## src/rtl/rx_straddle_pkg.sv

```systemverilog
/*
 Constants shared by both ends of the straddled receive stream port.
 Assumes one stream clock shared by the device end and the client end.
*/
package rx_straddle_pkg;
	localparam int WORD_W   = 128;
	localparam int SEG_W    = 64;
	localparam int SEGS     = 2;
	localparam int EMPTY_W  = 3;
	localparam int SYNC_LEN = 2;
	localparam int LEN_W    = 14;
	localparam logic [LEN_W-1:0] MIN_LEN = 14'h0040;
	localparam logic [LEN_W-1:0] MAX_LEN = 14'h05EE;
	localparam logic [EMPTY_W-1:0] EMPTY_NONE = 3'h0;
	localparam logic [LEN_W-1:0] LEN_ZERO = 14'h0000;
	localparam logic [LEN_W-1:0] SEG_BYTES = 14'h0008;
endpackage

```

## src/rtl/rx_straddle_if.sv

```systemverilog
/*
 Interface joining the device end and the client end of the receive stream.
 Assumes the testbench supplies the shared stream clock.
*/
`timescale 1ns/1ps
`default_nettype none
interface rx_straddle_if
	import rx_straddle_pkg::*;
(
	input wire logic core_clk
);
	logic [WORD_W-1:0]  wordData;
	logic               wordValid;
	logic [SEGS-1:0]    segValid;
	logic [SEGS-1:0]    segFrameStart;
	logic [SEGS-1:0]    segFrameEnd;
	logic [SEGS-1:0]    segFrameBad;
	logic [EMPTY_W-1:0] segEmptyBytes [SEGS];
	modport device (
		input  core_clk,
		output wordData, wordValid, segValid, segFrameStart, segFrameEnd, segFrameBad, segEmptyBytes
	);
	modport client (
		input  core_clk,
		input  wordData, wordValid, segValid, segFrameStart, segFrameEnd, segFrameBad, segEmptyBytes
	);
endinterface
`default_nettype wire

```

## src/rtl/rx_straddle_device.sv

```systemverilog
/*
 Device end: registers MAC-side segment beats onto the straddled stream, checks length and flags bad frames.
 Assumes the MAC core supplies beats already aligned, with FCS error flags at frame end and code error flags on any beat of the frame.
*/
`timescale 1ns/1ps
`default_nettype none
module rx_straddle_device
	import rx_straddle_pkg::*;
(
	input  wire logic               core_clk,
	input  wire logic               nrst,
	input  wire logic               rxReset,
	input  wire logic [WORD_W-1:0]  macData,
	input  wire logic [SEGS-1:0]    macSegValid,
	input  wire logic [SEGS-1:0]    macSegStart,
	input  wire logic [SEGS-1:0]    macSegEnd,
	input  wire logic [SEGS-1:0]    macFcsBad,
	input  wire logic [SEGS-1:0]    macCodeBad,
	input  wire logic [EMPTY_W-1:0] macSegEmpty [SEGS],
	output logic                    rxClkOut,
	output logic                    inReset,
	rx_straddle_if.device           link
);
	logic [SYNC_LEN-1:0] rstSync_r;
	logic [SYNC_LEN-1:0] rstSync_nxt;
	logic                rstIn;
	logic [WORD_W-1:0]   data_r, data_nxt;
	logic                valid_r, valid_nxt;
	logic [SEGS-1:0]     sv_r, sv_nxt, ss_r, ss_nxt, se_r, se_nxt, bad_r, bad_nxt;
	logic [EMPTY_W-1:0]  emp_r [SEGS];
	logic [EMPTY_W-1:0]  emp_nxt [SEGS];
	logic [LEN_W-1:0]    len_r, len_nxt;
	logic                codeSeen_r, codeSeen_nxt;
	// Reset comes in as an asynchronous level; resync before use
	always_comb rstSync_nxt = {rstSync_r[SYNC_LEN-2:0], rxReset};
	always_ff @(posedge core_clk or negedge nrst)
		if (!nrst)
			rstSync_r <= '1;
		else
			rstSync_r <= rstSync_nxt;
	assign rstIn = rstSync_r[SYNC_LEN-1];
	// Stream clock passed through; no gating so the client sees a free clock
	assign rxClkOut = core_clk;
	assign inReset = rstIn;
	always_comb
	begin
		logic [LEN_W-1:0] l;
		logic             c;
		logic [LEN_W-1:0] full;
		l = len_r;
		c = codeSeen_r;
		full = LEN_ZERO;
		data_nxt = macData;
		valid_nxt = |macSegValid;
		sv_nxt = macSegValid;
		ss_nxt = macSegStart & macSegValid;
		se_nxt = macSegEnd & macSegValid;
		bad_nxt = '0;
		for (int s = 0; s < SEGS; s++)
		begin
			emp_nxt[s] = EMPTY_NONE;
			if (macSegValid[s])
			begin
				if (macSegStart[s])
				begin
					l = LEN_ZERO;
					c = 1'b0;
				end
				c = c | macCodeBad[s];
				if (macSegEnd[s])
				begin
					full = l + SEG_BYTES - {{(LEN_W-EMPTY_W){1'b0}}, macSegEmpty[s]};
					emp_nxt[s] = macSegEmpty[s];
					bad_nxt[s] = macFcsBad[s] | c | (full < MIN_LEN) | (full > MAX_LEN);
					l = LEN_ZERO;
				end
				else
					l = l + SEG_BYTES;
			end
		end
		len_nxt = l;
		codeSeen_nxt = c;
		if (rstIn)
		begin
			valid_nxt = 1'b0;
			sv_nxt = '0;
			ss_nxt = '0;
			se_nxt = '0;
			bad_nxt = '0;
			len_nxt = LEN_ZERO;
			codeSeen_nxt = 1'b0;
			// Stale end counts would break the zero-outside-end promise
			for (int s = 0; s < SEGS; s++)
				emp_nxt[s] = EMPTY_NONE;
		end
	end
	// Registered every cycle: no stall path exists
	always_ff @(posedge core_clk or negedge nrst)
		if (!nrst)
		begin
			data_r <= '0;
			valid_r <= 1'b0;
			sv_r <= '0;
			ss_r <= '0;
			se_r <= '0;
			bad_r <= '0;
			len_r <= LEN_ZERO;
			codeSeen_r <= 1'b0;
			for (int s = 0; s < SEGS; s++)
				emp_r[s] <= EMPTY_NONE;
		end
		else
		begin
			data_r <= data_nxt;
			valid_r <= valid_nxt;
			sv_r <= sv_nxt;
			ss_r <= ss_nxt;
			se_r <= se_nxt;
			bad_r <= bad_nxt;
			len_r <= len_nxt;
			codeSeen_r <= codeSeen_nxt;
			for (int s = 0; s < SEGS; s++)
				emp_r[s] <= emp_nxt[s];
		end
	assign link.wordData = data_r;
	assign link.wordValid = valid_r;
	assign link.segValid = sv_r;
	assign link.segFrameStart = ss_r;
	assign link.segFrameEnd = se_r;
	assign link.segFrameBad = bad_r;
	generate
		for (genvar g = 0; g < SEGS; g++)
		begin : gEmp
			assign link.segEmptyBytes[g] = emp_r[g];
		end
	endgenerate
endmodule
`default_nettype wire

```

## src/flat_wrapper.sv

```systemverilog
// flat-port wrapper written by rule: the top's interface ports become plain ports
module rx_straddle_device_flat import rx_straddle_pkg::*;
  (core_clk, nrst, rxReset, macData, macSegValid, macSegStart, macSegEnd, macFcsBad, macCodeBad, macSegEmpty, rxClkOut, inReset, link_wordData, link_wordValid, link_segValid, link_segFrameStart, link_segFrameEnd, link_segFrameBad, link_segEmptyBytes);
  rx_straddle_if link_i (.core_clk(core_clk));
  input  wire logic core_clk;
  input  wire logic nrst;
  input  wire logic rxReset;
  input  wire logic [WORD_W-1:0] macData;
  input  wire logic [SEGS-1:0] macSegValid;
  input  wire logic [SEGS-1:0] macSegStart;
  input  wire logic [SEGS-1:0] macSegEnd;
  input  wire logic [SEGS-1:0] macFcsBad;
  input  wire logic [SEGS-1:0] macCodeBad;
  input  wire logic [EMPTY_W-1:0] macSegEmpty[SEGS];
  output logic rxClkOut;
  output logic inReset;
  output wire logic [$bits(link_i.wordData)-1:0] link_wordData;
  output wire logic [$bits(link_i.wordValid)-1:0] link_wordValid;
  output wire logic [$bits(link_i.segValid)-1:0] link_segValid;
  output wire logic [$bits(link_i.segFrameStart)-1:0] link_segFrameStart;
  output wire logic [$bits(link_i.segFrameEnd)-1:0] link_segFrameEnd;
  output wire logic [$bits(link_i.segFrameBad)-1:0] link_segFrameBad;
  output wire logic [$bits(link_i.segEmptyBytes)-1:0] link_segEmptyBytes;
  assign link_wordData = link_i.wordData;
  assign link_wordValid = link_i.wordValid;
  assign link_segValid = link_i.segValid;
  assign link_segFrameStart = link_i.segFrameStart;
  assign link_segFrameEnd = link_i.segFrameEnd;
  assign link_segFrameBad = link_i.segFrameBad;
  assign link_segEmptyBytes = {>>{link_i.segEmptyBytes}};
  rx_straddle_device u_core (.core_clk(core_clk), .nrst(nrst), .rxReset(rxReset), .macData(macData), .macSegValid(macSegValid), .macSegStart(macSegStart), .macSegEnd(macSegEnd), .macFcsBad(macFcsBad), .macCodeBad(macCodeBad), .macSegEmpty(macSegEmpty), .rxClkOut(rxClkOut), .inReset(inReset), .link(link_i));
endmodule
```

## config.mk

```make
export PLATFORM = sky130hd
export DESIGN_NAME = rx_straddle_device_flat
export DESIGN_NICKNAME = d
export VERILOG_FILES = /design/src/rtl/rx_straddle_pkg.sv /design/src/rtl/rx_straddle_if.sv /design/src/rtl/rx_straddle_device.sv /design/src/flat_wrapper.sv
export SDC_FILE = /design/constraint.sdc
export NUM_CORES = 1
export LEC_CHECK = 0
export BUFFER_PORTS_ARGS = -buffer_cell sky130_fd_sc_hd__buf_2
export CAP_MARGIN = 25
export CORE_MARGIN = 3
export CORE_UTILIZATION = 45
export DETAILED_ROUTE_END_ITERATION = 10
export MAX_ROUTING_LAYER = met4
export PLACE_DENSITY_LB_ADDON = 0.05
export RECOVER_POWER = 25
export SYNTH_ARGS = -nofsm -noshare
export SYNTH_HDL_FRONTEND = slang
export SYNTH_SLANG_ARGS = --single-unit
export TNS_END_PERCENT = 10
```

## constraint.sdc

```tcl
create_clock -name core_clk -period 5.65 [get_ports core_clk]
set_input_delay 0.8475 -clock core_clk [delete_from_list [all_inputs] [get_ports core_clk]]
set_output_delay 0.8475 -clock core_clk [all_outputs]
set_load 0.005 [all_outputs]
```

==> Flow_metrics.wiki, run 1 <==
{| class="wikitable"
! Metric !! Value
|-
| Result of the run || complete, no violations
|-
| Tot Pwr || 2680 uW
|-
| Synth warnings || 0
|-
| GR Overflow Total || 0
|-
| Final Routed Wirelength || around 18 mm
|-
| Post-layout minimum cycle time || approximately 4300 ps
|-
| Startpoint Class || input port
|-
| Vertical extent of the die || 122 microns
|-
| Initial core utilization || a little under half
|-
| Worst supply voltage drop on vdd || 274 uV
|-
| Area Growth Syn to Fin || 37.8%
|-
| Worst hold endpoint || u_core.rstSync_r[1]$_DFF_PN1_
|-
| Post-CTS repair timing setup buffer count || 0
|-
| Power density normalized to cell area || ~320 nW/um^2
|-
| Synth async-reset ratio || 100%
|-
| Classification of the worst setup path || in2reg
|-
| Hold Crit Class || reg2reg
|-
| Count of hold buffers inserted by post-cts repair || 0
|-
| Total via count in the routed design || 4857
|-
| First-pass GRT wire length || about 27 mm
|-
| Highest cell delay on the worst timing path || around 470 ps
|-
| Worst setup skew after layout || between 7 and 8 ps
|-
| Arrival time worst endpoint || approximately 4700 ps
|-
| Ratio of cells with drive above 1 in the final layout || between 40% and 50%
|-
| Yosys cell types || 68
|-
| Slew margin rel. || 39.6%
|-
| Crit share post-route || ~75%
|-
| Required time at the worst-slack endpoint || about 6000 ps
|-
| Timing-limited maximum frequency || between 200 and 250 MHz
|-
| Slew at the pin closest to its max-slew limit || 906 ps
|-
| Cell row count || 41
|-
| Synthesized area per cell || about 13 sq um
|-
| Count of pins over their slew limit || 0
|-
| Worst hold path startpoint || u_core.rstSync_r[0]$_DFF_PN1_
|-
| Crit Reg-Reg Startpoint || u_core.len_r[3]$_DFF_PN0_
|-
| Cell count of the worst hold path || 0
|-
| CTS tree || yes
|-
| Cells after Synth || ~470
|-
| Post-CTS Resized || 0
|-
| Fillers || 1026
|-
| Crit path max-delay cell type || sky130_fd_sc_hd__or4b_1
|-
| Source-to-sink clock delay at the later pin of the worst-skew pair || approximately 530 ps
|-
| Sequential fraction of the synthesis area || 66.6%
|-
| Endpoint of the lowest-slack register-to-register path || u_core.link.segFrameBad[1]$_DFF_PN0_
|-
| Detailed Place HPWL || ~14 mm
|-
| #FFs+latches synth || 160
|-
| PortBufs || 291
|-
| Pin count of the biggest net entering global routing || 104
|-
| Leakage power figure || 0.00414 uW
|-
| Global placer's final weighted congestion || 0.880
|-
| Final-stage net count || 924
|-
| Post-Synthesis Net Count || 627
|-
| Netlist area before placement || 6020 sq um
|-
| Width of the die || roughly 120 microns
|-
| Core area || 12800 sq um
|-
| Number of global-route vias before repair || just under 5000
|-
| Number of enable flip-flop cells after synthesis || 0
|-
| Setup Slack @ Placement || 938 ps
|-
| Clock-pin slew of the registers on the worst-case setup and hold paths || approximately 60 ps
|-
| Area of all placed cells without fillers || 8290 sq um
|-
| Final routed DRC violation total || 0
|-
| Depth of the most critical reg-to-reg path || 12
|-
| CP cell instances || buf_2, nand2b_1, inv_1, ha_1, a22oi_1, nor2_1, ha_1, or3_1, o21a_1, a2111oi_0, and2_1, or4b_1, o2111a_1, o21ai_1
|-
| Post-placement cell area || 7620 sq um
|-
| Setup TNS || 0 ps
|-
| Crit-path max FO || 27
|-
| Most common cell type on the critical path || sky130_fd_sc_hd__ha_1
|-
| Pre-antenna DRT Iters || 5
|-
| Setup violations, final || 0
|-
| I/O Pins || 292
|-
| Max-cap check violation count || 0
|-
| DR vias/cell || 5.10
|-
| Flip-flop cell with the highest count after synthesis || sky130_fd_sc_hd__dfrtp_1
|-
| Initial antenna violation count || 2
|-
| Number of failing hold endpoints at the final stage || 0
|-
| Die area || 14800 sq um
|-
| Setup slack on the worst flop-to-flop path || ~1700 ps
|-
| Wire length per cell || 18.6 microns
|-
| Initial DRC Count || approximately 250
|-
| Worst setup margin || about 1400 ps
|-
| GRT Overall Usage || between 20% and 30%
|-
| RSZ-0062 raised after global routing || no
|-
| Element type at the critical path end || flip-flop
|-
| Number of nets with antenna violations after detailed routing || 0
|}
==> stage by stage <==
stage | hold slack [ps] | utilization, % | std cells
CTS | 356 | 64.6 | 950
finish | 355 | 64.7 | 952
global route | 363 | 64.7 | 952
floorplan | 345 | - | 468
detailed placement | 347 | 59.4 | 915
global placement | 348 | 59.4 | 915
==> cells in the mapped netlist (4+ instances only) <==
| library cell | n | share of area [%] |
|---|---|---|
| sky130_fd_sc_hd__o31a_1 | 4 | 0.58 |
| sky130_fd_sc_hd__nand2_1 | 20 | 1.2 |
| sky130_fd_sc_hd__nor2_1 | 28 | 1.7 |
| sky130_fd_sc_hd__o31ai_1 | 5 | 0.62 |
| sky130_fd_sc_hd__and2_1 | 11 | 1.1 |
| sky130_fd_sc_hd__a22oi_1 | 6 | 0.75 |
| sky130_fd_sc_hd__inv_1 | 15 | 0.94 |
| sky130_fd_sc_hd__or2_2 | 4 | 0.42 |
| sky130_fd_sc_hd__nor4_1 | 4 | 0.42 |
| sky130_fd_sc_hd__o21ai_0 | 16 | 1.3 |
| sky130_fd_sc_hd__or3_1 | 7 | 0.73 |
| sky130_fd_sc_hd__nand2b_1 | 6 | 0.62 |
| sky130_fd_sc_hd__nand3_1 | 8 | 0.67 |
| sky130_fd_sc_hd__and3_1 | 8 | 0.83 |
| sky130_fd_sc_hd__a211oi_1 | 8 | 1.0 |
| sky130_fd_sc_hd__clkbuf_1 | 11 | 0.69 |
| sky130_fd_sc_hd__xnor2_1 | 15 | 2.2 |
| sky130_fd_sc_hd__o21a_1 | 5 | 0.62 |
| sky130_fd_sc_hd__a21oi_1 | 15 | 1.2 |
| sky130_fd_sc_hd__xor2_1 | 8 | 1.2 |
| sky130_fd_sc_hd__nand4_1 | 7 | 0.73 |
| sky130_fd_sc_hd__o211ai_1 | 4 | 0.50 |
| sky130_fd_sc_hd__dfrtp_1 | 158 | 66 |
| sky130_fd_sc_hd__nor2b_1 | 16 | 1.7 |
| sky130_fd_sc_hd__ha_1 | 10 | 2.1 |
| sky130_fd_sc_hd__nor3_1 | 5 | 0.42 |
| sky130_fd_sc_hd__a31oi_1 | 5 | 0.52 |
==> sequential cells by signal, indices dropped and copies added (netlist names) <==
signal	count
u_core.link.segFrameStart	2
u_core.link.wordData	128
u_core.rstSync_r	2
u_core.link.segFrameBad	2
u_core.link.wordValid	1
u_core.link.segEmptyBytes	6
u_core.link.segFrameEnd	2
u_core.len_r	14
u_core.link.segValid	2
u_core.codeSeen_r	1
==> critical path, delay by kind of cell <==
| kind | cells | cell delay, ps |
|---|---|---|
| buffers and inverters | 2 | 500 |
| and+or+nand+nor | 5 | 1480 |
| adders and majority gates | 2 | 630 |
| AOI/OAI and AO/OA | 5 | 1260 |
==> layer usage <==
layer  up-vias  wire (microns)  global-route usage, %  part of all wire (%)
li1       2253               -                      -                     -
met1      2348            6660                   28.5                    38
met2       218            9170                   40.9                    52
met3        38            1380                   7.89                   7.8
met4         0             512                   12.5                   2.9
met5         -               0                      -                     0
==> cell usage in the layout (no fill, tap or decap), drive strengths merged, types with 6 or more instances in the layout <==
cell type,synthesis,final
and3,8,8
dfrtp,158,158
nor2,28,28
clkbuf,11,22
o21ai,17,17
nand2,20,20
nand2b,6,6
ha,10,10
inv,15,20
nor2b,16,16
xor2,8,8
nand4,7,7
a21oi,16,16
and2,12,12
buf,6,292
a211oi,8,8
a22oi,6,6
xnor2,15,15
nand3,8,8
or3,8,8
==> report_power, final <==
part	leakage, uW	switching [uW]	internal (uW)
clock	0.000329	481	766
combinational	0.00189	116	97.5
sequential	0.00192	18.4	1200
total	0.00414	615	2060
==> how the worst max path moves through the flow <==
| stage | start | endpoint | slack (ps) | cells past startpoint |
|---|---|---|---|---|
| 5_1_grt | macSegStart[0] | u_core.link.segFrameBad[1]$_DFF_PN0_ | 1140 | 15 |
| 3_3_place_gp | macSegStart[0] | u_core.link.segFrameBad[1]$_DFF_PN0_ | 1000 | 14 |
| 3_5_place_dp | macSegStart[0] | u_core.link.segFrameBad[1]$_DFF_PN0_ | 940 | 14 |
| 4_1_cts | macSegStart[0] | u_core.link.segFrameBad[1]$_DFF_PN0_ | 1480 | 14 |
| 6_report | macSegStart[0] | u_core.link.segFrameBad[1]$_DFF_PN0_ | 1400 | 14 |
| 2_1_floorplan | macSegStart[0] | u_core.link.segFrameBad[1]$_DFF_PN0_ | 1270 | 15 |
==> area by class of cell <==
cell class              count  area, sq um  area share [%]
flip-flops and latches    160         4010            48.3
multi-input cells         276         1870            22.6
repair buffers            291         1470            17.7
clock buffers              23          523            6.31
well taps                 172          215            2.60
clock inverters            13          151            1.83
inverters                  15         56.3           0.679
diodes                      2         5.00          0.0604
==> cells by family (layout without fill, tap and decap cells) <==
group                      count (synthesis)  after routing  synth area share, %
DFF                                      160            160                 66.6
and+or+nand+nor                          141            141                 13.1
AOI/OAI and AO/OA                         99             99                 11.7
buffers and inverters                     32            342                 2.35
xor gates and xnor gates                  23             23                 3.35
adders and majority gates                 12             12                 2.74
muxes                                      1              1                0.166
other                                      0              2                    0
No activity file was read; power rests on OpenSTA's default activity.
==> inputs of run 2 (changes only) <==
==> constraint.sdc (replaced) <==
create_clock -name core_clk -period 4 [get_ports core_clk]
set_input_delay 0.6 -clock core_clk [delete_from_list [all_inputs] [get_ports core_clk]]
set_output_delay 0.6 -clock core_clk [all_outputs]
set_load 0.005 [all_outputs]
==> run 2 against run 1 <==
Setup slack lost 1000 ps. Routed wire length grew 1.3%. Final cell count grew 2.1%. Final area grew 2.2%. Clock-buffer cell count shrank 2. Critical path depth shrank 1. First-iteration DRC count grew 13%. Die area is the same. Total power grew 44%. Global-route usage grew 0.24 points. Sequential power grew 41%. Combinational power grew 46%.
==> Flow_metrics.wiki, run 2 (synthesized netlist as in run 1, its figures left out) <==
{| class="wikitable"
! Metric !! Value
|-
| Post-CTS Resized || 0 (unchanged)
|-
| Post-CTS repair timing setup buffer count || 0 (unchanged)
|-
| Startpoint Class || flip-flop
|-
| Area Growth Syn to Fin || 40.9%
|-
| Worst supply voltage drop on vdd || 620 uV (+130%)
|-
| Comb power frac || 8.1% (about the same)
|-
| Seq pwr share || 44.4% (-1.1 points)
|-
| Non-filler instance count after layout || 972 (+2.1%)
|-
| I/O Pins || 292 (unchanged)
|-
| Final routed DRC violation total || 0 (unchanged)
|-
| Hold Crit Class || in2async
|-
| Ratio of cells with drive above 1 in the final layout || 45.0% (+1.5 points)
|-
| Total via count in the routed design || 4907 (+1.0%)
|-
| Pre-antenna DRT Iters || 4 (-1)
|-
| DR vias/cell || 5.05 (-1.0%)
|-
| GRT Overall Usage || 25.5% (+0.24 points)
|-
| Count of hold buffers inserted by post-cts repair || 0 (unchanged)
|-
| Worst setup skew after layout || 4.91 ps (-2.54 ps)
|-
| Highest cell delay on the worst timing path || 470 ps (about the same)
|-
| Post-placement cell area || 7760 sq um (+1.9%)
|-
| Most frequent standard cell in the layout excluding fill and tap cells || sky130_fd_sc_hd__buf_2
|-
| Crit-path max FO || 6 (-78%)
|-
| Count of pins over their slew limit || 0 (unchanged)
|-
| Crit share post-route || 90.0%
|-
| CTS tree || yes
|-
| Highest metal used || met4
|-
| Met1 WL || 6.82 mm (+2.4%)
|-
| Clock-pin slew of the registers on the worst-case setup and hold paths || 60 ps (about the same)
|-
| Commonest cells after routing, fill and taps aside || sky130_fd_sc_hd__buf_2, sky130_fd_sc_hd__dfrtp_1, sky130_fd_sc_hd__nor2_1
|-
| PortBufs || 291 (unchanged)
|-
| Share of total power consumed by net switching || 23.0% (+0.083 points)
|-
| Setup TNS || 0 ps (unchanged)
|-
| Slew at the pin closest to its max-slew limit || 853 ps (-53.3 ps)
|-
| Pin count of the biggest net entering global routing || 96 (-7.7%)
|-
| Width of the die || 122 microns (unchanged)
|-
| Classification of the worst setup path || reg2reg
|-
| Final Routed Wirelength || 17.9 mm (+1.3%)
|-
| Arrival time worst endpoint || 4060 ps (-650 ps)
|-
| Cell internal pwr || 2980 uW (+44%)
|-
| Initial DRC Count || 283 (+13%)
|-
| Max-cap check violation count || 0 (unchanged)
|-
| Initial core utilization || 46.9% (unchanged)
|-
| Post-layout minimum cycle time || 3600 ps
|-
| Vertical extent of the die || 122 microns (unchanged)
|-
| GR Overflow Total || 0 (unchanged)
|-
| Leakage power figure || 0.00425 uW (+2.7%)
|-
| Met2 Routed Length || 9.39 mm (+2.4%)
|-
| Met3 WL || 1.33 mm (-3.6%)
|-
| Source-to-sink clock delay at the later pin of the worst-skew pair || 530 ps (about the same)
|-
| Setup violations, final || 0 (unchanged)
|-
| Clock share of power || 47.5% (+1.0 points)
|-
| Slew margin rel. || 43.1% (+3.6 points)
|-
| Number of placed cells counting well taps || 932 (+1.9%)
|-
| Power density normalized to cell area || 457 nW/um^2 (+41%)
|-
| Net switching component of the power || 892 uW (+45%)
|-
| Detailed Place HPWL || 13.9 mm (+2.6%)
|-
| Global placer's final weighted congestion || 0.827 (-6.0%)
|-
| Flip-flop count of the largest register, all copies and words added || 128 (unchanged)
|-
| RSZ-0062 raised after global routing || no
|-
| Timing-limited maximum frequency || 278 MHz
|-
| Final-stage net count || 941 (+1.8%)
|-
| Cell row count || 41 (unchanged)
|-
| Most common cell type on the critical path || sky130_fd_sc_hd__ha_1
|-
| Number of global-route vias before repair || 5119 (+4.9%)
|-
| Result of the run || complete, no violations
|-
| Crit path max-delay cell type || sky130_fd_sc_hd__or4b_1
|-
| First-pass GRT wire length || 27.3 mm (+2.8%)
|-
| Wire length per cell || 18.5 microns (-0.83%)
|-
| Required time at the worst-slack endpoint || 4460 ps (-1650 ps)
|-
| Core area || 12800 sq um (unchanged)
|-
| Number of nets with antenna violations after detailed routing || 0 (unchanged)
|-
| Number of failing hold endpoints at the final stage || 0 (unchanged)
|-
| Initial antenna violation count || 5 (+3)
|-
| CP cell instances || nand2b_1, inv_1, ha_1, a22oi_2, nor2_1, ha_1, or3_1, o21a_1, a2111oi_0, and2_1, or4b_1, o2111a_1, o21ai_1
|-
| Element type at the critical path end || flip-flop
|-
| Die area || 14800 sq um (unchanged)
|-
| Area of all placed cells without fillers || 8480 sq um (+2.2%)
|}
-- run 2: cell count changes in the layout (fill, tap and decap cells not counted), sizes merged --
cell,delta
buf,+17
diode,+3
clkbuf,-2
clkinv,+2
clkinvlp,-2
bufinv,+1
inv,+1
-- run 2: metal layers --
layer	global-route usage (%)	vias to the layer above
met4	11.3	0
met3	7.99	30
li1	-	2289
met1	28.7	2366
met2	42.0	222
met5	-	-
-- run 2: final timing paths --
| kind | startpoint | cells past startpoint | slack, ps | end |
|---|---|---|---|---|
| worst max-delay path | u_core.len_r[3]$_DFF_PN0_ | 13 | 400 | u_core.link.segFrameBad[1]$_DFF_PN0_ |
| worst min-delay path | nrst | 1 | 130 | u_core.link.wordData[102]$_DFF_PN0_ |
| worst max register to register | u_core.len_r[3]$_DFF_PN0_ | 13 | 400 | u_core.link.segFrameBad[1]$_DFF_PN0_ |
| worst min register to register | u_core.rstSync_r[0]$_DFF_PN1_ | 0 | 360 | u_core.rstSync_r[1]$_DFF_PN1_ |
| max in group asynchronous | nrst | 2 | 2980 | u_core.link.wordData[42]$_DFF_PN0_ |
| min in group core_clk | rxReset | 1 | 170 | u_core.rstSync_r[0]$_DFF_PN1_ |
-- run 2: power by group through the flow --
stage          logic, uW  registers [uW]  clock network (uW)
2_1_floorplan       87.4            1760                16.2
3_3_place_gp         309            1750                10.9
3_5_place_dp         315            1750                10.9
4_1_cts              318            1720                1880
5_1_grt              349            1730                1960
6_report             313            1720                1840
-- run 2: cell type report --
class	instances	area, sq um
Timing Repair Buffer	308	1610
Inverter	15	56.3
Clock buffer	21	505
Multi-Input combinational cell	276	1880
Tap cell	172	215
Antenna cell	5	12.5
Sequential cell	160	4010
Clock inverter	15	200
Fill cell	1039	4350
-- run 2: metrics by stage --
stage                     worst slack (ps)  utilization, %  total power [uW]  hold WS (ps)
after floorplan                       23.9               -              1860           304
after global placement                 199            60.5              2070           348
after detailed placement               133            60.5              2080           350
after CTS                              445            66.0              3920           146
after global routing                  72.5            66.1              4030           143
final                                  402            66.1              3870           130
-- run 2: critical path, delay by kind of cell (launching register included) --
kind	cells	cell delay [ps]
and+or+nand+nor	5	1350
AOI/OAI and AO/OA	5	1030
adders and majority gates	2	610
DFF	1	460
buffers and inverters	1	90
==> inputs of run 3 (changes only) <==
--- a/config.mk
+++ b/config.mk
@@ -6,9 +6,9 @@
 export NUM_CORES = 1
 export LEC_CHECK = 0
 export BUFFER_PORTS_ARGS = -buffer_cell sky130_fd_sc_hd__buf_2
-export CAP_MARGIN = 25
+export CAP_MARGIN = 20
 export CORE_MARGIN = 3
-export CORE_UTILIZATION = 45
+export CORE_UTILIZATION = 42
 export DETAILED_ROUTE_END_ITERATION = 10
 export MAX_ROUTING_LAYER = met4
 export PLACE_DENSITY_LB_ADDON = 0.05
==> constraint.sdc (replaced) <==
create_clock -name core_clk -period 3.1 [get_ports core_clk]
set_input_delay 0.465 -clock core_clk [delete_from_list [all_inputs] [get_ports core_clk]]
set_output_delay 0.465 -clock core_clk [all_outputs]
set_load 0.005 [all_outputs]
==> run 3 against run 2 <==
The flow now finishes with violations (setup timing). Setup slack got worse by 400 ps. Final cell count increased by 7.8%. Clock-buffer cell count increased by 2. Final area grew 7.3%. Sequential share of layout area is 3.2 points lower. Via count is 3.8% higher. Critical endpoint unchanged. Largest cell class unchanged. Highest routed layer unchanged.
==> Flow_metrics.wiki, run 3 (synthesized netlist as in run 1, its figures left out) <==
{| class="wikitable"
! Metric !! Value
|-
| Detailed Place HPWL || 14.1 mm (+1.6%)
|-
| Initial core utilization || 43.2% (-3.7 points)
|-
| Cell count of the worst hold path || 1
|-
| Number of nets with antenna violations after detailed routing || 0 (unchanged)
|-
| Timing-limited maximum frequency || 322 MHz (+16%)
|-
| Most frequent standard cell in the layout excluding fill and tap cells || sky130_fd_sc_hd__buf_2
|-
| Required time at the worst-slack endpoint || 3520 ps (-940 ps)
|-
| Crit Reg-Reg Startpoint || u_core.len_r[3]$_DFF_PN0_
|-
| Depth of the most critical reg-to-reg path || 15 (+2)
|-
| Width of the die || 126 microns (+3.3%)
|-
| Core area || 13900 sq um (+8.7%)
|-
| Post-placement cell area || 8260 sq um (+6.4%)
|-
| Seq pwr share || 46.0% (+1.6 points)
|-
| Post-layout minimum cycle time || 3100 ps (-497 ps)
|-
| Crit path max-delay cell type || sky130_fd_sc_hd__or4_4
|-
| Highest cell delay on the worst timing path || 500 ps (+30 ps)
|-
| Fillers || 1148 (+10%)
|-
| Pre-antenna DRT Iters || 4 (unchanged)
|-
| Final-stage net count || 1013 (+7.7%)
|-
| Worst hold endpoint || u_core.rstSync_r[0]$_DFF_PN1_
|-
| I/O Pins || 292 (unchanged)
|-
| GRT Overall Usage || 24.5% (-1.0 points)
|-
| RSZ-0062 raised after global routing || yes
|-
| Slew at the pin closest to its max-slew limit || 724 ps (-128 ps)
|-
| PortBufs || 291 (unchanged)
|-
| Classification of the worst setup path || reg2reg
|-
| Footprint of the multi-input gates || 2020 sq um (+7.5%)
|-
| Worst setup margin || -1.02 ps (-403 ps)
|-
| Commonest cells after routing, fill and taps aside || sky130_fd_sc_hd__buf_2, sky130_fd_sc_hd__dfrtp_1, sky130_fd_sc_hd__buf_4
|-
| Leakage power figure || 0.00457 uW (+7.4%)
|-
| Endpoint of the lowest-slack register-to-register path || u_core.link.segFrameBad[1]$_DFF_PN0_
|-
| Startpoint Class || flip-flop
|-
| Final Routed Wirelength || 18.5 mm (+3.4%)
|-
| Top cell family by delay on the critical path || simple AND/OR/NAND/NOR gates
|-
| Number of failing hold endpoints at the final stage || 0 (unchanged)
|-
| Element type at the critical path end || flip-flop
|-
| First-pass GRT wire length || 28.6 mm (+4.6%)
|-
| CP cell instances || nand2b_1, inv_2, ha_4, a22oi_2, nor2_2, ha_2, nor2b_4, o21ai_0, nor3_2, a2111oi_4, and2_4, buf_4, or4_4, nand4_1, o21ai_1
|-
| Area of all placed cells without fillers || 9090 sq um (+7.3%)
|-
| Met1 routing resource usage after global routing || 28.5% (-0.14 points)
|-
| Setup Slack @ Placement || -567 ps (-700 ps)
|-
| Failing checks || setup timing
|-
| Worst supply voltage drop on vdd || 370 uV (-40%)
|-
| Vertical extent of the die || 126 microns (+3.3%)
|-
| Worst hold path startpoint || rxReset
|-
| Final routed DRC violation total || 0 (unchanged)
|-
| CTS tree || yes
|-
| Initial DRC Count || 231 (-18%)
|-
| Wire length per cell || 17.7 microns (-4.1%)
|-
| Setup slack on the worst flop-to-flop path || -1 ps (-400 ps)
|-
| Buf+Inv Stages, Crit Path || 2 (+1)
|-
| Total via count in the routed design || 5095 (+3.8%)
|-
| Comb power frac || 9.5% (+1.4 points)
|-
| Initial antenna violation count || 1 (-4)
|-
| Source-to-sink clock delay at the later pin of the worst-skew pair || 540 ps (about the same)
|-
| Pin count of the biggest net entering global routing || 80 (-17%)
|-
| Cell row count || 43 (+4.9%)
|-
| Share of total power consumed by net switching || 24.0% (+0.99 points)
|-
| Power density normalized to cell area || 531 nW/um^2 (+16%)
|-
| Crit share post-route || 100% (+10 points)
|-
| Area used by sequential logic in the layout || 4010 sq um (unchanged)
|-
| Met2 Usage GRT || 40.4% (-1.6 points)
|-
| Clock share of power || 44.5% (-3.0 points)
|-
| DR vias/cell || 4.86 (-3.7%)
|-
| Result of the run || finished, violations left
|-
| Hold Crit Class || in2reg
|-
| Clock-pin slew of the registers on the worst-case setup and hold paths || 70 ps (about the same)
|-
| Crit-path max FO || 4 (-2)
|-
| Die area || 15800 sq um (+6.8%)
|-
| Slew margin rel. || 51.7% (+8.6 points)
|-
| Routing layer with the top usage in global route || met2
|-
| Final core utilization || 65.3% (-0.83 points)
|-
| Worst setup skew after layout || 7.49 ps (+2.58 ps)
|-
| Flip-flop count of the largest register, all copies and words added || 128 (unchanged)
|-
| Ratio of cells with drive above 1 in the final layout || 51.9% (+6.9 points)
|-
| GR Overflow Total || 0 (unchanged)
|-
| Cell internal pwr || 3670 uW (+23%)
|-
| Number of global-route vias before repair || 5193 (+1.4%)
|-
| Global placer's final weighted congestion || 0.884 (+6.9%)
|-
| Max-cap check violation count || 0 (unchanged)
|-
| Count of pins over their slew limit || 0 (unchanged)
|-
| Area Growth Syn to Fin || 51.1%
|-
| Net switching component of the power || 1160 uW (+30%)
|-
| Arrival time worst endpoint || 3520 ps (-540 ps)
|-
| GR met3 Demand/Resource || 6.53% (-1.5 points)
|-
| Setup violations, final || 1 (+1)
|}
## run 3: cell types whose count changed in the layout (fill, tap and decap cells not counted), moves of 3 or more
cell,change
sky130_fd_sc_hd__buf_4,+69
sky130_fd_sc_hd__ha_1,-4
sky130_fd_sc_hd__dlygate4sd3_1,+3
sky130_fd_sc_hd__nor2b_1,-3
sky130_fd_sc_hd__bufinv_16,-3
sky130_fd_sc_hd__diode_2,-4
sky130_fd_sc_hd__clkinvlp_4,+3
## run 3: worst max-delay path by stage
stage	startpoint	to	slack, ps	cells after the start
after global routing	u_core.len_r[3]$_DFF_PN0_	u_core.link.segFrameBad[1]$_DFF_PN0_	-200	15
after global placement	macSegStart[0]	u_core.link.segFrameBad[1]$_DFF_PN0_	-530	16
after detailed placement	macSegStart[0]	u_core.link.segFrameBad[1]$_DFF_PN0_	-570	16
final	u_core.len_r[3]$_DFF_PN0_	u_core.link.segFrameBad[1]$_DFF_PN0_	-1	15
after CTS	u_core.len_r[3]$_DFF_PN0_	u_core.link.segFrameBad[1]$_DFF_PN0_	0.2	15
after floorplan	macSegStart[0]	u_core.link.segFrameBad[1]$_DFF_PN0_	-470	15
## run 3: layer usage
metal  routed length [microns]  up-vias  part of all wire (%)
met5                         0        -                     0
met4                       418        0                   2.3
met3                      1230       30                   6.6
met2                      9600      209                    52
met1                      7300     2427                    39
li1                          -     2429                     -
## run 3: cell type report
class | count | area share, %
multi-input cells | 276 | 22.2
flip-flops and latches | 160 | 44.1
repair buffers | 380 | 23.7
diodes | 1 | 0.0275
clock buffers | 23 | 5.86
inverters | 15 | 0.619
well taps | 180 | 2.48
clock inverters | 13 | 1.13
## run 3: what timing repair did
| item | CTS | global route |
|---|---|---|
| resized for setup | 12 | 10 |
| pin swaps | 10 | 13 |
| hold buffers | 1 | 2 |
| buffers inserted | 2 | 7 |
| endpoints found under the setup margin | 1 | 1 |
| gates cloned | 0 | 0 |
| hold endpoints to repair | 77 | 2 |
## run 3: metrics by stage
stage / TNS, ps / hold WS, ps / cells / total power, uW
CTS: 0 / 3.99 / 1038 / 4890
detailed placement: -859 / 357 / 1000 / 2710
global placement: -679 / 348 / 1000 / 2700
global route: -199 / 0.493 / 1048 / 5050
finish: -1.02 / 26.7 / 1048 / 4830
floorplan: -653 / 169 / 468 / 2410
## run 3: worst reg2reg max path: cells and delay by family, from the launching register on
kind | cells | cell delay, ps
and+or+nand+nor | 7 | 1520
adders and majority gates | 2 | 490
DFF | 1 | 390
AOI/OAI and AO/OA | 4 | 370
buffers and inverters | 2 | 210
## run 3: power groups by stage
stage	clock network [uW]	logic, uW	registers (uW)
final	2150	458	2220
after global routing	2310	506	2230
after CTS	2210	455	2220
after detailed placement	14.0	442	2260
after global placement	14.0	434	2250
after floorplan	20.9	118	2270
